===== config.mk =====
export PLATFORM = sky130hd
export DESIGN_NAME = sfr_read_seq
export DESIGN_NICKNAME = d
export VERILOG_FILES = /design/src/hdl/sfr_pkg.sv /design/src/hdl/sfr_read_seq.sv /design/src/hdl/sfr_fifo.sv
export SDC_FILE = /design/constraint.sdc
export NUM_CORES = 1
export LEC_CHECK = 0
export BUFFER_PORTS_ARGS = -buffer_cell sky130_fd_sc_hd__clkbuf_2
export CAP_MARGIN = 20
export CORE_ASPECT_RATIO = 1.5
export CORE_MARGIN = 4
export CORE_UTILIZATION = 56
export CTS_CLUSTER_SIZE = 12
export DETAILED_ROUTE_END_ITERATION = 12
export HOLD_SLACK_MARGIN = 0.1
export MAX_ROUTING_LAYER = met4
export PLACE_DENSITY_LB_ADDON = 0.3
export SETUP_SLACK_MARGIN = 0.15
export SLEW_MARGIN = 20
export SYNTH_ARGS = -nofsm -noshare
export SYNTH_HDL_FRONTEND = slang
export SYNTH_SLANG_ARGS = --single-unit

===== constraint.sdc =====
create_clock -name sys_clk_in -period 3.29 [get_ports sys_clk_in]
set_input_delay 0.658 -clock sys_clk_in [delete_from_list [all_inputs] [get_ports sys_clk_in]]
set_output_delay 0.658 -clock sys_clk_in [all_outputs]
set_load 0.005 [all_outputs]

===== src/hdl/sfr_pkg.sv =====
`default_nettype none
package sfr_pkg;

    // ----------------------------------------------------------------
    // opcodes of the read commands
    // ----------------------------------------------------------------
    localparam logic [7:0] OP_ARRAY_LEGACY = 8'hE8;
    localparam logic [7:0] OP_ARRAY_FAST   = 8'h0B;
    localparam logic [7:0] OP_ARRAY_SLOW   = 8'h03;
    localparam logic [7:0] OP_PAGE_READ    = 8'hD2;
    localparam logic [7:0] OP_BUF1_FAST    = 8'hD4;
    localparam logic [7:0] OP_BUF1_SLOW    = 8'hD1;
    localparam logic [7:0] OP_BUF2_FAST    = 8'hD6;
    localparam logic [7:0] OP_BUF2_SLOW    = 8'hD3;

    // ----------------------------------------------------------------
    // framing counts
    // ----------------------------------------------------------------
    localparam logic [2:0] DUMMY_LEGACY = 3'h4;
    localparam logic [2:0] DUMMY_FAST   = 3'h1;
    localparam logic [2:0] DUMMY_NONE   = 3'h0;
    localparam logic [2:0] DUMMY_PAGE   = 3'h4;
    localparam logic [2:0] DUMMY_BUF    = 3'h1;
    localparam logic [1:0] LAST_ADDR_BYTE = 2'h2;
    localparam logic [2:0] LAST_BIT       = 3'h7;

    // ----------------------------------------------------------------
    // address layout
    // ----------------------------------------------------------------
    localparam int PAGE_BITS = 12;
    localparam int COL_BITS  = 10;
    localparam int LONG_PAGE_LSB  = 10;
    localparam int SHORT_PAGE_LSB = 9;
    localparam logic [COL_BITS-1:0] LAST_COL_LONG  = 10'h20F;
    localparam logic [COL_BITS-1:0] LAST_COL_SHORT = 10'h1FF;

    // ----------------------------------------------------------------
    // data path
    // ----------------------------------------------------------------
    localparam int         FIFO_WORDS = 32;
    localparam int         DATA_BITS  = 8;
    localparam logic [7:0] UNDERRUN_FILL = 8'hFF;

    typedef enum logic [1:0] {
        SRC_ARRAY = 2'h0,
        SRC_BUF1  = 2'h1,
        SRC_BUF2  = 2'h2
    } sfr_src_e;

    typedef struct packed {
        logic       valid;
        sfr_src_e   src;
        logic       same_page;
        logic [2:0] dummies;
    } sfr_cmd_s;

    typedef struct packed {
        sfr_src_e              src;
        logic [PAGE_BITS-1:0]  page_number_field;
        logic [COL_BITS-1:0]   byte_in_page_field;
    } sfr_mem_req_s;

endpackage
`default_nettype wire


===== src/hdl/sfr_read_seq.sv =====
// Summary of operation
// [RL1] command starts at select fall, opcode, address
// [RL2] all shifting is most significant bit first
// [RL3] serial clock mode 0 or 3 accepted
// [RL4] legacy array read: three address, four dummies
// [RL5] long pages: 12-bit page, 10-bit byte
// [RL6] short pages: 12-bit page, 9-bit byte
// [RL7] main array holds 4096 selectable pages
// [RL8] address counter advances as data streams
// [RL9] page end continues into next page seamlessly
// [RL10] array end wraps to page zero seamlessly
// [RL11] select rise ends read, output floats
// [RL12] host holds select low whole command
// [RL13] fast array read: exactly one dummy
// [RL14] host keeps fast reads within fast limit
// [RL15] slow array read: no dummy, slow clock
// [RL16] array reads never touch the buffers
// [RL17] page read: three address, four dummies
// [RL18] page read wraps within same page
// [RL19] four buffer read opcodes pick buffer
// [RL20] host uses slow buffer opcodes slowly
// [RL21] long buffer: 14 ignored, 10-bit offset
// [RL22] short buffer: 15 ignored, 9-bit offset
// [RL23] buffer read needs one dummy byte
// [RL24] buffer end wraps to byte zero
// [RL25] output bits change after falling edges
`default_nettype none
module sfr_read_seq #(
    parameter int FIFO_DEPTH = sfr_pkg::FIFO_WORDS
) (
    input  wire logic                  sys_clk_in,
    input  wire logic                  reset_n_in,
    input  wire logic                  cs_n_in,
    input  wire logic                  sck_in,
    input  wire logic                  si_in,
    input  wire logic                  page_512_in,
    input  wire logic [7:0]            mem_data_in,
    output logic                       so_out,
    output logic                       so_oe_n_out,
    output logic                       mem_rd_out,
    output sfr_pkg::sfr_mem_req_s      mem_req_out
);
    import sfr_pkg::*;

    // ----------------------------------------------------------------
    // types and signals
    // ----------------------------------------------------------------
    typedef enum logic [5:0] {
        ST_IDLE   = 6'b000001,
        ST_OPCODE = 6'b000010,
        ST_ADDR   = 6'b000100,
        ST_DUMMY  = 6'b001000,
        ST_DATA   = 6'b010000,
        ST_IGNORE = 6'b100000
    } sfr_state_e;

    sfr_state_e           state;
    sfr_cmd_s             cmd;
    sfr_cmd_s             op_dec;
    logic                 sck_q;
    logic [2:0]           bit_cnt;
    logic [1:0]           hdr_cnt;
    logic [2:0]           dummy_cnt;
    logic [7:0]           in_shift;
    logic [15:0]          addr_hi;
    logic [7:0]           in_byte;
    logic [23:0]          full_addr;
    logic                 sck_rise;
    logic                 sck_fall;
    logic                 byte_done;
    logic                 addr_done;
    logic                 fetch_on;
    logic                 issue;
    logic [PAGE_BITS-1:0] page_cnt;
    logic [COL_BITS-1:0]  col_cnt;
    logic [COL_BITS-1:0]  last_col;
    logic                 at_last_col;
    logic [2:0]           out_cnt;
    logic [7:0]           out_shift;
    logic                 fifo_in_ready;
    logic                 fifo_out_valid;
    logic [7:0]           fifo_out_data;
    logic                 fifo_pop;

    // ----------------------------------------------------------------
    // opcode decode
    // ----------------------------------------------------------------
    function automatic sfr_cmd_s decode_op(input logic [7:0] op);
        sfr_cmd_s c;
        c.valid     = 1'b1;
        c.src       = SRC_ARRAY;
        c.same_page = 1'b0;
        c.dummies   = DUMMY_NONE;
        case (op)
            OP_ARRAY_LEGACY: begin
                c.dummies = DUMMY_LEGACY; // [RL4]
            end
            OP_ARRAY_FAST: begin
                c.dummies = DUMMY_FAST; // [RL13]
            end
            OP_ARRAY_SLOW: begin
                c.dummies = DUMMY_NONE; // [RL15]
            end
            OP_PAGE_READ: begin
                c.dummies   = DUMMY_PAGE; // [RL17]
                c.same_page = 1'b1;
            end
            OP_BUF1_FAST, OP_BUF1_SLOW: begin
                c.src     = SRC_BUF1; // [RL19]
                c.dummies = DUMMY_BUF; // [RL23]
            end
            OP_BUF2_FAST, OP_BUF2_SLOW: begin
                c.src     = SRC_BUF2; // [RL19]
                c.dummies = DUMMY_BUF; // [RL23]
            end
            default: begin
                c.valid = 1'b0;
            end
        endcase
        return c;
    endfunction

    // ----------------------------------------------------------------
    // serial clock edges
    // ----------------------------------------------------------------
    // either idle level of the clock works: only edges seen while
    // selected count, and a falling edge before data is harmless
    always_ff @(posedge sys_clk_in or negedge reset_n_in) begin
        if (!reset_n_in) begin
            sck_q <= 1'b0;
        end else begin
            sck_q <= sck_in;
        end
    end

    assign sck_rise  = ~sck_q & sck_in & ~cs_n_in; // [RL3]
    assign sck_fall  = sck_q & ~sck_in & ~cs_n_in; // [RL3]
    assign in_byte   = {in_shift[6:0], si_in}; // [RL2]
    assign op_dec    = decode_op(in_byte); // [RL19]
    assign byte_done = sck_rise && (bit_cnt == LAST_BIT) && (state != ST_DATA);
    assign full_addr = {addr_hi, in_byte};
    assign addr_done = (state == ST_ADDR) && byte_done && (hdr_cnt == LAST_ADDR_BYTE);

    // ----------------------------------------------------------------
    // input shifter
    // ----------------------------------------------------------------
    always_ff @(posedge sys_clk_in or negedge reset_n_in) begin
        if (!reset_n_in) begin
            bit_cnt  <= 3'h0;
            in_shift <= 8'h00;
        end else if (cs_n_in) begin
            bit_cnt <= 3'h0;
        end else if (sck_rise && state != ST_DATA) begin
            bit_cnt  <= bit_cnt + 3'h1;
            in_shift <= in_byte; // [RL2]
        end
    end

    // ----------------------------------------------------------------
    // command sequence
    // ----------------------------------------------------------------
    always_ff @(posedge sys_clk_in or negedge reset_n_in) begin
        if (!reset_n_in) begin
            state     <= ST_IDLE;
            cmd       <= '0;
            hdr_cnt   <= 2'h0;
            dummy_cnt <= 3'h0;
            addr_hi   <= 16'h0000;
        end else if (cs_n_in) begin
            state <= ST_IDLE; // [RL11]
        end else begin
            case (state)
                ST_IDLE: begin
                    state   <= ST_OPCODE; // [RL1]
                    hdr_cnt <= 2'h0;
                end
                ST_OPCODE: begin
                    if (byte_done) begin
                        cmd   <= op_dec; // [RL1]
                        state <= op_dec.valid ? ST_ADDR : ST_IGNORE;
                    end
                end
                ST_ADDR: begin
                    if (byte_done) begin
                        addr_hi <= full_addr[15:0];
                        hdr_cnt <= hdr_cnt + 2'h1;
                        if (hdr_cnt == LAST_ADDR_BYTE) begin
                            dummy_cnt <= 3'h0;
                            // slow array read streams straight after address
                            state <= (cmd.dummies == DUMMY_NONE) ? ST_DATA : ST_DUMMY; // [RL15]
                        end
                    end
                end
                ST_DUMMY: begin
                    if (byte_done) begin
                        dummy_cnt <= dummy_cnt + 3'h1;
                        if (dummy_cnt + 3'h1 == cmd.dummies) begin
                            state <= ST_DATA; // [RL4] [RL13] [RL17] [RL23]
                        end
                    end
                end
                ST_DATA: begin
                    state <= ST_DATA;
                end
                ST_IGNORE: begin
                    state <= ST_IGNORE;
                end
                default: begin
                    state <= ST_IDLE;
                end
            endcase
        end
    end

    // ----------------------------------------------------------------
    // address counter and memory fetch
    // ----------------------------------------------------------------
    assign last_col    = page_512_in ? LAST_COL_SHORT : LAST_COL_LONG;
    assign at_last_col = col_cnt == last_col;
    // one read in flight at most, so a pushed byte always has room
    assign issue = fetch_on & ~mem_rd_out & fifo_in_ready;

    always_ff @(posedge sys_clk_in or negedge reset_n_in) begin
        if (!reset_n_in) begin
            fetch_on <= 1'b0;
            page_cnt <= '0;
            col_cnt  <= '0;
        end else if (cs_n_in) begin
            fetch_on <= 1'b0;
        end else if (addr_done) begin
            // prefetch during the dummy bytes hides memory latency
            fetch_on <= 1'b1;
            if (cmd.src != SRC_ARRAY) begin
                page_cnt <= '0;
                if (page_512_in) begin
                    col_cnt <= {1'b0, full_addr[8:0]}; // [RL22]
                end else begin
                    col_cnt <= full_addr[9:0]; // [RL21]
                end
            end else if (page_512_in) begin
                page_cnt <= full_addr[SHORT_PAGE_LSB +: PAGE_BITS]; // [RL6] [RL7]
                col_cnt  <= {1'b0, full_addr[8:0]}; // [RL6]
            end else begin
                page_cnt <= full_addr[LONG_PAGE_LSB +: PAGE_BITS]; // [RL5] [RL7]
                col_cnt  <= full_addr[9:0]; // [RL5]
            end
        end else if (issue) begin
            if (at_last_col) begin
                col_cnt <= '0; // [RL18] [RL24]
                if (cmd.src == SRC_ARRAY && !cmd.same_page) begin
                    // 12-bit counter rolls from last page to page zero
                    page_cnt <= page_cnt + 12'h001; // [RL9] [RL10]
                end
            end else begin
                col_cnt <= col_cnt + 10'h001; // [RL8]
            end
        end
    end

    // data is captured in the same cycle as the read strobe
    always_ff @(posedge sys_clk_in or negedge reset_n_in) begin
        if (!reset_n_in) begin
            mem_rd_out  <= 1'b0;
            mem_req_out <= '0;
        end else begin
            mem_rd_out <= issue;
            if (issue) begin
                // array and page reads only read; buffers stay untouched
                mem_req_out.src                <= cmd.src; // [RL16]
                mem_req_out.page_number_field  <= page_cnt;
                mem_req_out.byte_in_page_field <= col_cnt;
            end
        end
    end

    // ----------------------------------------------------------------
    // data buffer between memory and output shifter
    // ----------------------------------------------------------------
    sfr_fifo #(
        .WIDTH (DATA_BITS),
        .DEPTH (FIFO_DEPTH)
    ) u_fifo (
        .sys_clk_in    (sys_clk_in),
        .reset_n_in    (reset_n_in),
        .flush_in      (cs_n_in),
        .in_valid_in   (mem_rd_out),
        .in_ready_out  (fifo_in_ready),
        .in_data_in    (mem_data_in),
        .out_valid_out (fifo_out_valid),
        .out_ready_in  (fifo_pop),
        .out_data_out  (fifo_out_data)
    );

    assign fifo_pop = (state == ST_DATA) && sck_fall && (out_cnt == 3'h0);

    // ----------------------------------------------------------------
    // output shifter
    // ----------------------------------------------------------------
    // an empty buffer at a byte start sends the fill pattern; only a
    // serial clock too fast for the fetch path can cause that
    always_ff @(posedge sys_clk_in or negedge reset_n_in) begin
        if (!reset_n_in) begin
            so_out      <= 1'b0;
            so_oe_n_out <= 1'b1;
            out_cnt     <= 3'h0;
            out_shift   <= 8'h00;
        end else if (cs_n_in) begin
            so_oe_n_out <= 1'b1; // [RL11]
            out_cnt     <= 3'h0;
        end else if (state == ST_DATA && sck_fall) begin
            so_oe_n_out <= 1'b0;
            out_cnt     <= out_cnt + 3'h1;
            if (out_cnt == 3'h0) begin
                out_shift <= fifo_out_valid ? fifo_out_data : UNDERRUN_FILL;
                so_out    <= fifo_out_valid ? fifo_out_data[7] : UNDERRUN_FILL[7]; // [RL25]
            end else begin
                out_shift <= {out_shift[6:0], 1'b0};
                so_out    <= out_shift[6]; // [RL2] [RL25]
            end
        end
    end
endmodule // sfr_read_seq
`default_nettype wire


===== src/hdl/sfr_fifo.sv =====
`default_nettype none
module sfr_fifo #(
    parameter int WIDTH = 8,
    parameter int DEPTH = 32
) (
    input  wire logic             sys_clk_in,
    input  wire logic             reset_n_in,
    input  wire logic             flush_in,
    input  wire logic             in_valid_in,
    output logic                  in_ready_out,
    input  wire logic [WIDTH-1:0] in_data_in,
    output logic                  out_valid_out,
    input  wire logic             out_ready_in,
    output logic [WIDTH-1:0]      out_data_out
);
    localparam int AW = $clog2(DEPTH);

    logic [WIDTH-1:0] mem [DEPTH];
    logic [AW:0]      wr_ptr;
    logic [AW:0]      rd_ptr;
    logic             push;
    logic             pop;

    assign in_ready_out  = (wr_ptr - rd_ptr) != (AW+1)'(DEPTH);
    assign out_valid_out = wr_ptr != rd_ptr;
    assign out_data_out  = mem[rd_ptr[AW-1:0]];
    assign push          = in_valid_in & in_ready_out;
    assign pop           = out_ready_in & out_valid_out;

    always_ff @(posedge sys_clk_in) begin
        if (push) begin
            mem[wr_ptr[AW-1:0]] <= in_data_in;
        end
    end

    // flush beats a simultaneous push or pop
    always_ff @(posedge sys_clk_in or negedge reset_n_in) begin
        if (!reset_n_in) begin
            wr_ptr <= '0;
            rd_ptr <= '0;
        end else if (flush_in) begin
            wr_ptr <= '0;
            rd_ptr <= '0;
        end else begin
            if (push) begin
                wr_ptr <= wr_ptr + (AW+1)'(1);
            end
            if (pop) begin
                rd_ptr <= rd_ptr + (AW+1)'(1);
            end
        end
    end
endmodule // sfr_fifo
`default_nettype wire


# ---- After elaboration in Yosys (flattened, before gate mapping)
# Memory sizes are Yosys's and may differ from the RTL's.
# Index checks and enable logic that the tools add are counted.
dict set report classes {
  add_sub_neg 9
  n_eq_ne 29
  muxes 48
  n_bitwise 12
  reduce_logical 37
}
# cell n
set op_table {}
lappend op_table {{two-way mux 12 bit} 6}
lappend op_table {{two-way mux 6 bit} 11}
lappend op_table {{two-way mux 10 bit} 5}
lappend op_table {{== test 8 bit (second input constant)} 6}
lappend op_table {{case mux 6 bit (6 select lines)} 1}
lappend op_table {{nonzero test 2 bit} 11}
lappend op_table {{two-way mux 3 bit} 7}
lappend op_table {{two-way mux 7 bit} 2}
lappend op_table {{adder 12 x 1 -> 12 bit (second input constant)} 1}
lappend op_table {{adder 6 x 1 -> 6 bit (second input constant)} 2}
lappend op_table {{!= test 3 bit (second input constant)} 4}
lappend op_table {{case mux 3 bit (2 select lines)} 2}
lappend op_table {{adder 10 x 1 -> 10 bit (second input constant)} 1}
lappend op_table {{== test 10 bit} 1}
lappend op_table {{two-way mux 1 bit} 10}
lappend op_table {{AND reduction 5 bit} 2}
lappend op_table {{adder 3 x 1 -> 3 bit (second input constant)} 3}
lappend op_table {{AND reduction 3 bit} 3}
lappend op_table {{AND 1 bit} 8}
lappend op_table {{== test 8 x 2 -> 1 bit (second input constant)} 1}
lappend op_table {{== test 8 x 4 -> 1 bit (second input constant)} 1}
lappend op_table {{logical AND 1 bit} 8}
lappend op_table {{case mux 2 bit (2 select lines)} 2}
lappend op_table {{OR reduction 8 bit} 1}
lappend op_table {{27 further kinds} 36}
dict set report totals {
  register_bits 114
  mem_bits_rw 256
  inputBits 14
  output_inout_bits 27
  elab_cells 159
  memories 1
}
# memory words width rd rd_clocked_by_memory_dff write_ports line_no
set memory_table {}
lappend memory_table {u_fifo.mem 32 8 1 0 1 sfr_fifo.sv:18} ;# logic [WIDTH-1:0] mem [DEPTH];

# ---- Longest topological paths before layout
dict set report depth {
  depth_word 9
  depth_mapped 13
  depth_no_buf 9
}

# ---- Cells and area by module
# From an unflattened synthesis, not the netlist that was laid out.
dict set report hier_totals {
  hier_cells 1109
  hier_area_um2 16125.5
}
# module n_inst cells_per_inst area_each_um2 seq_area_each_um2
set by_module_without_submodules {}
lappend by_module_without_submodules {sfr_fifo 1 534 10841.6 7987.7}
lappend by_module_without_submodules {sfr_read_seq 1 575 5283.8 2529.9}

# ---- Worst setup path after synthesis
# Ideal clock, no wire load.
dict set report synth_timing {
  kind {reg-to-reg}
  from {register u_fifo.rd_ptr[1]}
  to {memory u_fifo.mem[15][0] (enable)}
  setup_time_ns 0.374
  t_arrival_ns 2.975
  t_required_ns 2.916
  setup_slack_ns -0.058
  path_stages_with_launch 12
  path_buffers 3
  synth_period_minus_slack_ns 3.348
  cell_sequence {dfrtp_1 > buf_1 > clkbuf_1 > inv_1 > ha_1 > nand2b_1 > a21oi_1 > o21a_1 > o211ai_1 > buf_2 > nand3_1 > nor2_1}
}
dict set report synth_via {
  elab_chain_len 5
}
# element line_no
set synth_rtl {}
lappend synth_rtl {{from (decl)} sfr_fifo.sv:20} ;# logic [AW:0] rd_ptr;
lappend synth_rtl {{from (signal assigned)} sfr_fifo.sv:49} ;# rd_ptr <= rd_ptr + (AW+1)'(1);
lappend synth_rtl {{subtractor 6 bit} sfr_fifo.sv:24} ;# assign in_ready_out = (wr_ptr - rd_ptr) != (AW+1)'(DEPTH);
lappend synth_rtl {{!= test 6 bit} sfr_fifo.sv:24}
lappend synth_rtl {{AND 1 bit} sfr_fifo.sv:27} ;# assign push = in_valid_in & in_ready_out;
lappend synth_rtl {{two-way mux 1 bit} sfr_fifo.sv:31} ;# if (push) begin
lappend synth_rtl {{two-way mux 1 bit (not written as such)} sfr_fifo.sv:32} ;# mem[wr_ptr[AW-1:0]] <= in_data_in;
lappend synth_rtl {{to (decl)} sfr_fifo.sv:18}
# No other way between the ends.

# ---- Worst setup path in the final report
dict set report layout_timing {
  from {register u_fifo.wr_ptr[3]}
  to {memory u_fifo.mem[28][4] (enable)}
}
dict set report layout_via {
  elab_chain_len 5
}
# element line_no
set layout_rtl {}
lappend layout_rtl {{from (decl)} sfr_fifo.sv:19} ;# logic [AW:0] wr_ptr;
lappend layout_rtl {{from (signal assigned)} sfr_fifo.sv:46} ;# wr_ptr <= wr_ptr + (AW+1)'(1);
lappend layout_rtl {{subtractor 6 bit} sfr_fifo.sv:24}
lappend layout_rtl {{!= test 6 bit} sfr_fifo.sv:24}
lappend layout_rtl {{AND 1 bit} sfr_fifo.sv:27}
lappend layout_rtl {{two-way mux 1 bit} sfr_fifo.sv:31}
lappend layout_rtl {{two-way mux 1 bit (not written as such)} sfr_fifo.sv:32}
# Parallel ways exist; a longest one is shown, timed or not.

==> qor.yml <==
cts_tree: "built"
end_kind: "flop"
period_needed_ps: 3070
rrSetupSlack_ps: 220
dpl-instance-area_um2: 16420
p_per_area_nw_per_um2: 524.2
setup_tns_ps: 0
finalWirelength_um: 33560
viasPerCell: 6.223
fin_area_um2: 17630
grt_start_max_net_pins: 68
ys_async_sr_fraction_pct: 30.62
clkSinkCount: 369
nets: 1089
synth_area_per_cell_um2: 15.64
synth-edff-count: 256
slew_headroom_pct: 39.61
ys_types: 64
globalRoute.totalOverflow: 0
crit_type: "reg -> reg"
vias: 8824
hp-class: "in -> async"
drc: 0
r2r_start: "u_fifo.wr_ptr[3]"
die_h_um: 213.1
required_ps: 3470
cp_max_fo: 10
start_kind: "flop"
p_sw_share_pct: 20.56
p_sw_mw: 1.900
dp_hpwl_um: 21830
outcome: "finished clean"
core_um2: 27410
seqPwrFrac_pct: 54.8
synthTopCellsByArea: "edfxtp_1, dfrtp_1, mux4_2"
place_congestion: 0.8994
wire_per_inst_um: 23.67
start_util_pct: 57.28
pwr-share-comb_pct: 2.2
clk_path_buf_depth: 3
drt_iter0_markers: 586
postCtsSetupRepairBufs: 0
synth_flop_cell: "edfxtp_1"
port_buffers: 40
fmax_ghz: 0.3257
rsz0062_at_grt: "yes"
nFillCells: 1919
drive_gt1_share_pct: 25.74
power_leakage_nw: 6.406
grt_pass1_wl_um: 52410
synthCells: 1004
final-setup-viol-count: 0
grtUsageTotal_pct: 23.22
synth_top_area_cell: "edfxtp_1"
syn_to_final_growth_pct: 12.30
synth_nets: 1036
drt_first_pass_iters: 5
die-area_um2: 30830
clkLatencyLatePin_ps: 540
synth_seq_cells: 369
rows: 74
antenna_left: 0
clock_power_share_pct: 43.0
io_pins: 41
cap_violations: 0
clk_pin_slew_worst_paths_ps: 60
cts_buffers: 38
num_antenna_cells: 0
fin_crit_sh_pct: 93.33
antenna_found_initial: 0
dieWidth_um: 144.7
ff2ff_path_depth: 8
tightest_slew_ps: 905.9
cts-root-buf: "clkbuf_16"
multiInputGateArea_um2: 5067
holdBufCountCts: 0
arrival_ps: 3250
yosys_warnings: 0
slew_viol_final: 0
r2r_end: "u_fifo.mem[28][4]"
synth_top_area_share_pct: 48.97
htreeDepth: 2
seq_area_frac_synth_pct: 67.00
grt_pass1_vias: 9082
hold_violations: 0
syn_area_um2: 15700
ir_worst_vdd_uv: 442.4
register_area_um2: 10520
p_int_mw: 7.342
skew_ps: 23.16
==> metrics by stage <==
| stage | total power, mW | std cells | utilization (%) | hold WS [ps] | setup slack (ps) |
|---|---|---|---|---|---|
| floorplan | 5.226 | 1004 | - | 362.4 | 132.3 |
| global placement | 5.359 | 1359 | 59.92 | 461.2 | 196.7 |
| detailed placement | 5.368 | 1359 | 59.92 | 474.0 | 78.98 |
| CTS | 9.334 | 1418 | 64.08 | 121.1 | 90.37 |
| global route | 9.550 | 1418 | 64.32 | 160.1 | 8.312 |
| finish | 9.242 | 1418 | 64.32 | 120.1 | 219.6 |
==> logic make-up after synthesis <==
logic type	share of synthesized area, %
DFF	67.00
and+or+nand+nor	8.816
muxes	15.26
AOI/OAI and AO/OA	4.265
buffers and inverters	1.769
xor gates and xnor gates	1.451
adders and majority gates	1.435
==> synthesized netlist by cell type, drive strengths merged, types with 5 or more instances <==
cell	instances
a21oi	18
a31oi	7
and2	7
and3	16
buf	22
clkbuf	29
dfrtp	111
edfxtp	256
ha	18
inv	15
mux2	39
mux2i	20
mux4	78
nand2	60
nand3	23
nand4	19
nor2	93
nor2b	8
nor4	8
o211ai	5
o21ai	43
o22ai	8
or3	18
xnor2	11
xor2	15
==> layout make-up <==
cell class              count  share of cell area [%]
flip-flops and latches    369                   59.70
multi-input cells         568                   28.75
clock buffers              51                   5.841
well taps                 342                   2.427
repair buffers             64                   2.314
clock inverters             8                  0.6317
inverters                  16                  0.3407
==> state kept, by name, summed over array words and instances (netlist names) <==
signal,cells
u_fifo.mem,256
mem_req_out,24
addr_hi,14
page_cnt,12
col_cnt,10
in_shift,7
out_shift,7
state,6
u_fifo.rd_ptr,6
u_fifo.wr_ptr,6
cmd,5
bit_cnt,3
dummy_cnt,3
out_cnt,3
hdr_cnt,2
fetch_on,1
mem_rd_out,1
sck_q,1
so_oe_n_out,1
so_out,1
==> timing repair <==
| action | CTS | global route |
|---|---|---|
| resized for setup | 0 | 14 |
| setup endpoints to repair | 40 | 153 |
| gates cloned | 0 | 0 |
| endpoints found under the hold margin | 0 | 0 |
==> power groups by stage <==
| stage | registers (mW) | clock network [mW] | logic (mW) |
|---|---|---|---|
| finish | 5.06 | 3.97 | 0.205 |
| detailed placement | 5.16 | 0 | 0.210 |
| CTS | 5.06 | 4.06 | 0.210 |
| global route | 5.07 | 4.25 | 0.234 |
| global placement | 5.16 | 0 | 0.203 |
| floorplan | 5.13 | 0 | 0.0988 |
==> worst max path at each step <==
| stage | cells past startpoint | startpoint | end |
|---|---|---|---|
| after floorplan | 12 | u_fifo.rd_ptr[1] | u_fifo.mem[22][0] |
| after global placement | 8 | u_fifo.wr_ptr[2] | u_fifo.mem[12][6] |
| after detailed placement | 8 | u_fifo.wr_ptr[2] | u_fifo.mem[8][3] |
| after CTS | 8 | u_fifo.wr_ptr[2] | u_fifo.mem[4][0] |
| after global routing | 8 | u_fifo.wr_ptr[3] | u_fifo.mem[28][7] |
| final | 8 | u_fifo.wr_ptr[3] | u_fifo.mem[28][4] |
==> placed cells by master (no fill, tap or decap), types with 10 or more instances in the layout <==
| cell | netlist | final |
|---|---|---|
| a21oi_1 | 18 | 18 |
| and3_1 | 16 | 16 |
| buf_4 | 2 | 23 |
| clkbuf_1 | 28 | 10 |
| clkbuf_16 | 0 | 38 |
| clkbuf_2 | 1 | 39 |
| dfrtp_1 | 111 | 108 |
| edfxtp_1 | 256 | 256 |
| ha_1 | 18 | 18 |
| inv_1 | 14 | 14 |
| mux2_2 | 39 | 39 |
| mux2i_1 | 20 | 20 |
| mux4_2 | 78 | 78 |
| nand2_1 | 60 | 59 |
| nand3_1 | 23 | 22 |
| nand4_1 | 18 | 18 |
| nor2_1 | 92 | 60 |
| nor2_2 | 1 | 19 |
| nor2_4 | 0 | 14 |
| o21ai_0 | 41 | 40 |
| or3_1 | 18 | 18 |
| xnor2_1 | 11 | 11 |
| xor2_1 | 15 | 15 |
==> worst max-delay path, cell delays in order, from the launching register on <==
cell	delay [ps]
dfrtp_1	490
ha_1	410
o21ai_0	120
a21oi_1	220
nor4_1	80
o211ai_1	230
and2_0	320
nand2_2	380
nor2_2	460
==> metal layers <==
metal	up-vias	GRT usage [%]	part of all wire [%]
li1	3959	-	-
met1	4497	28.15	37
met2	299	39.91	54
met3	69	3.047	4.9
met4	0	8.561	3.8
met5	-	-	0
No activity file was read; power rests on OpenSTA's default activity.
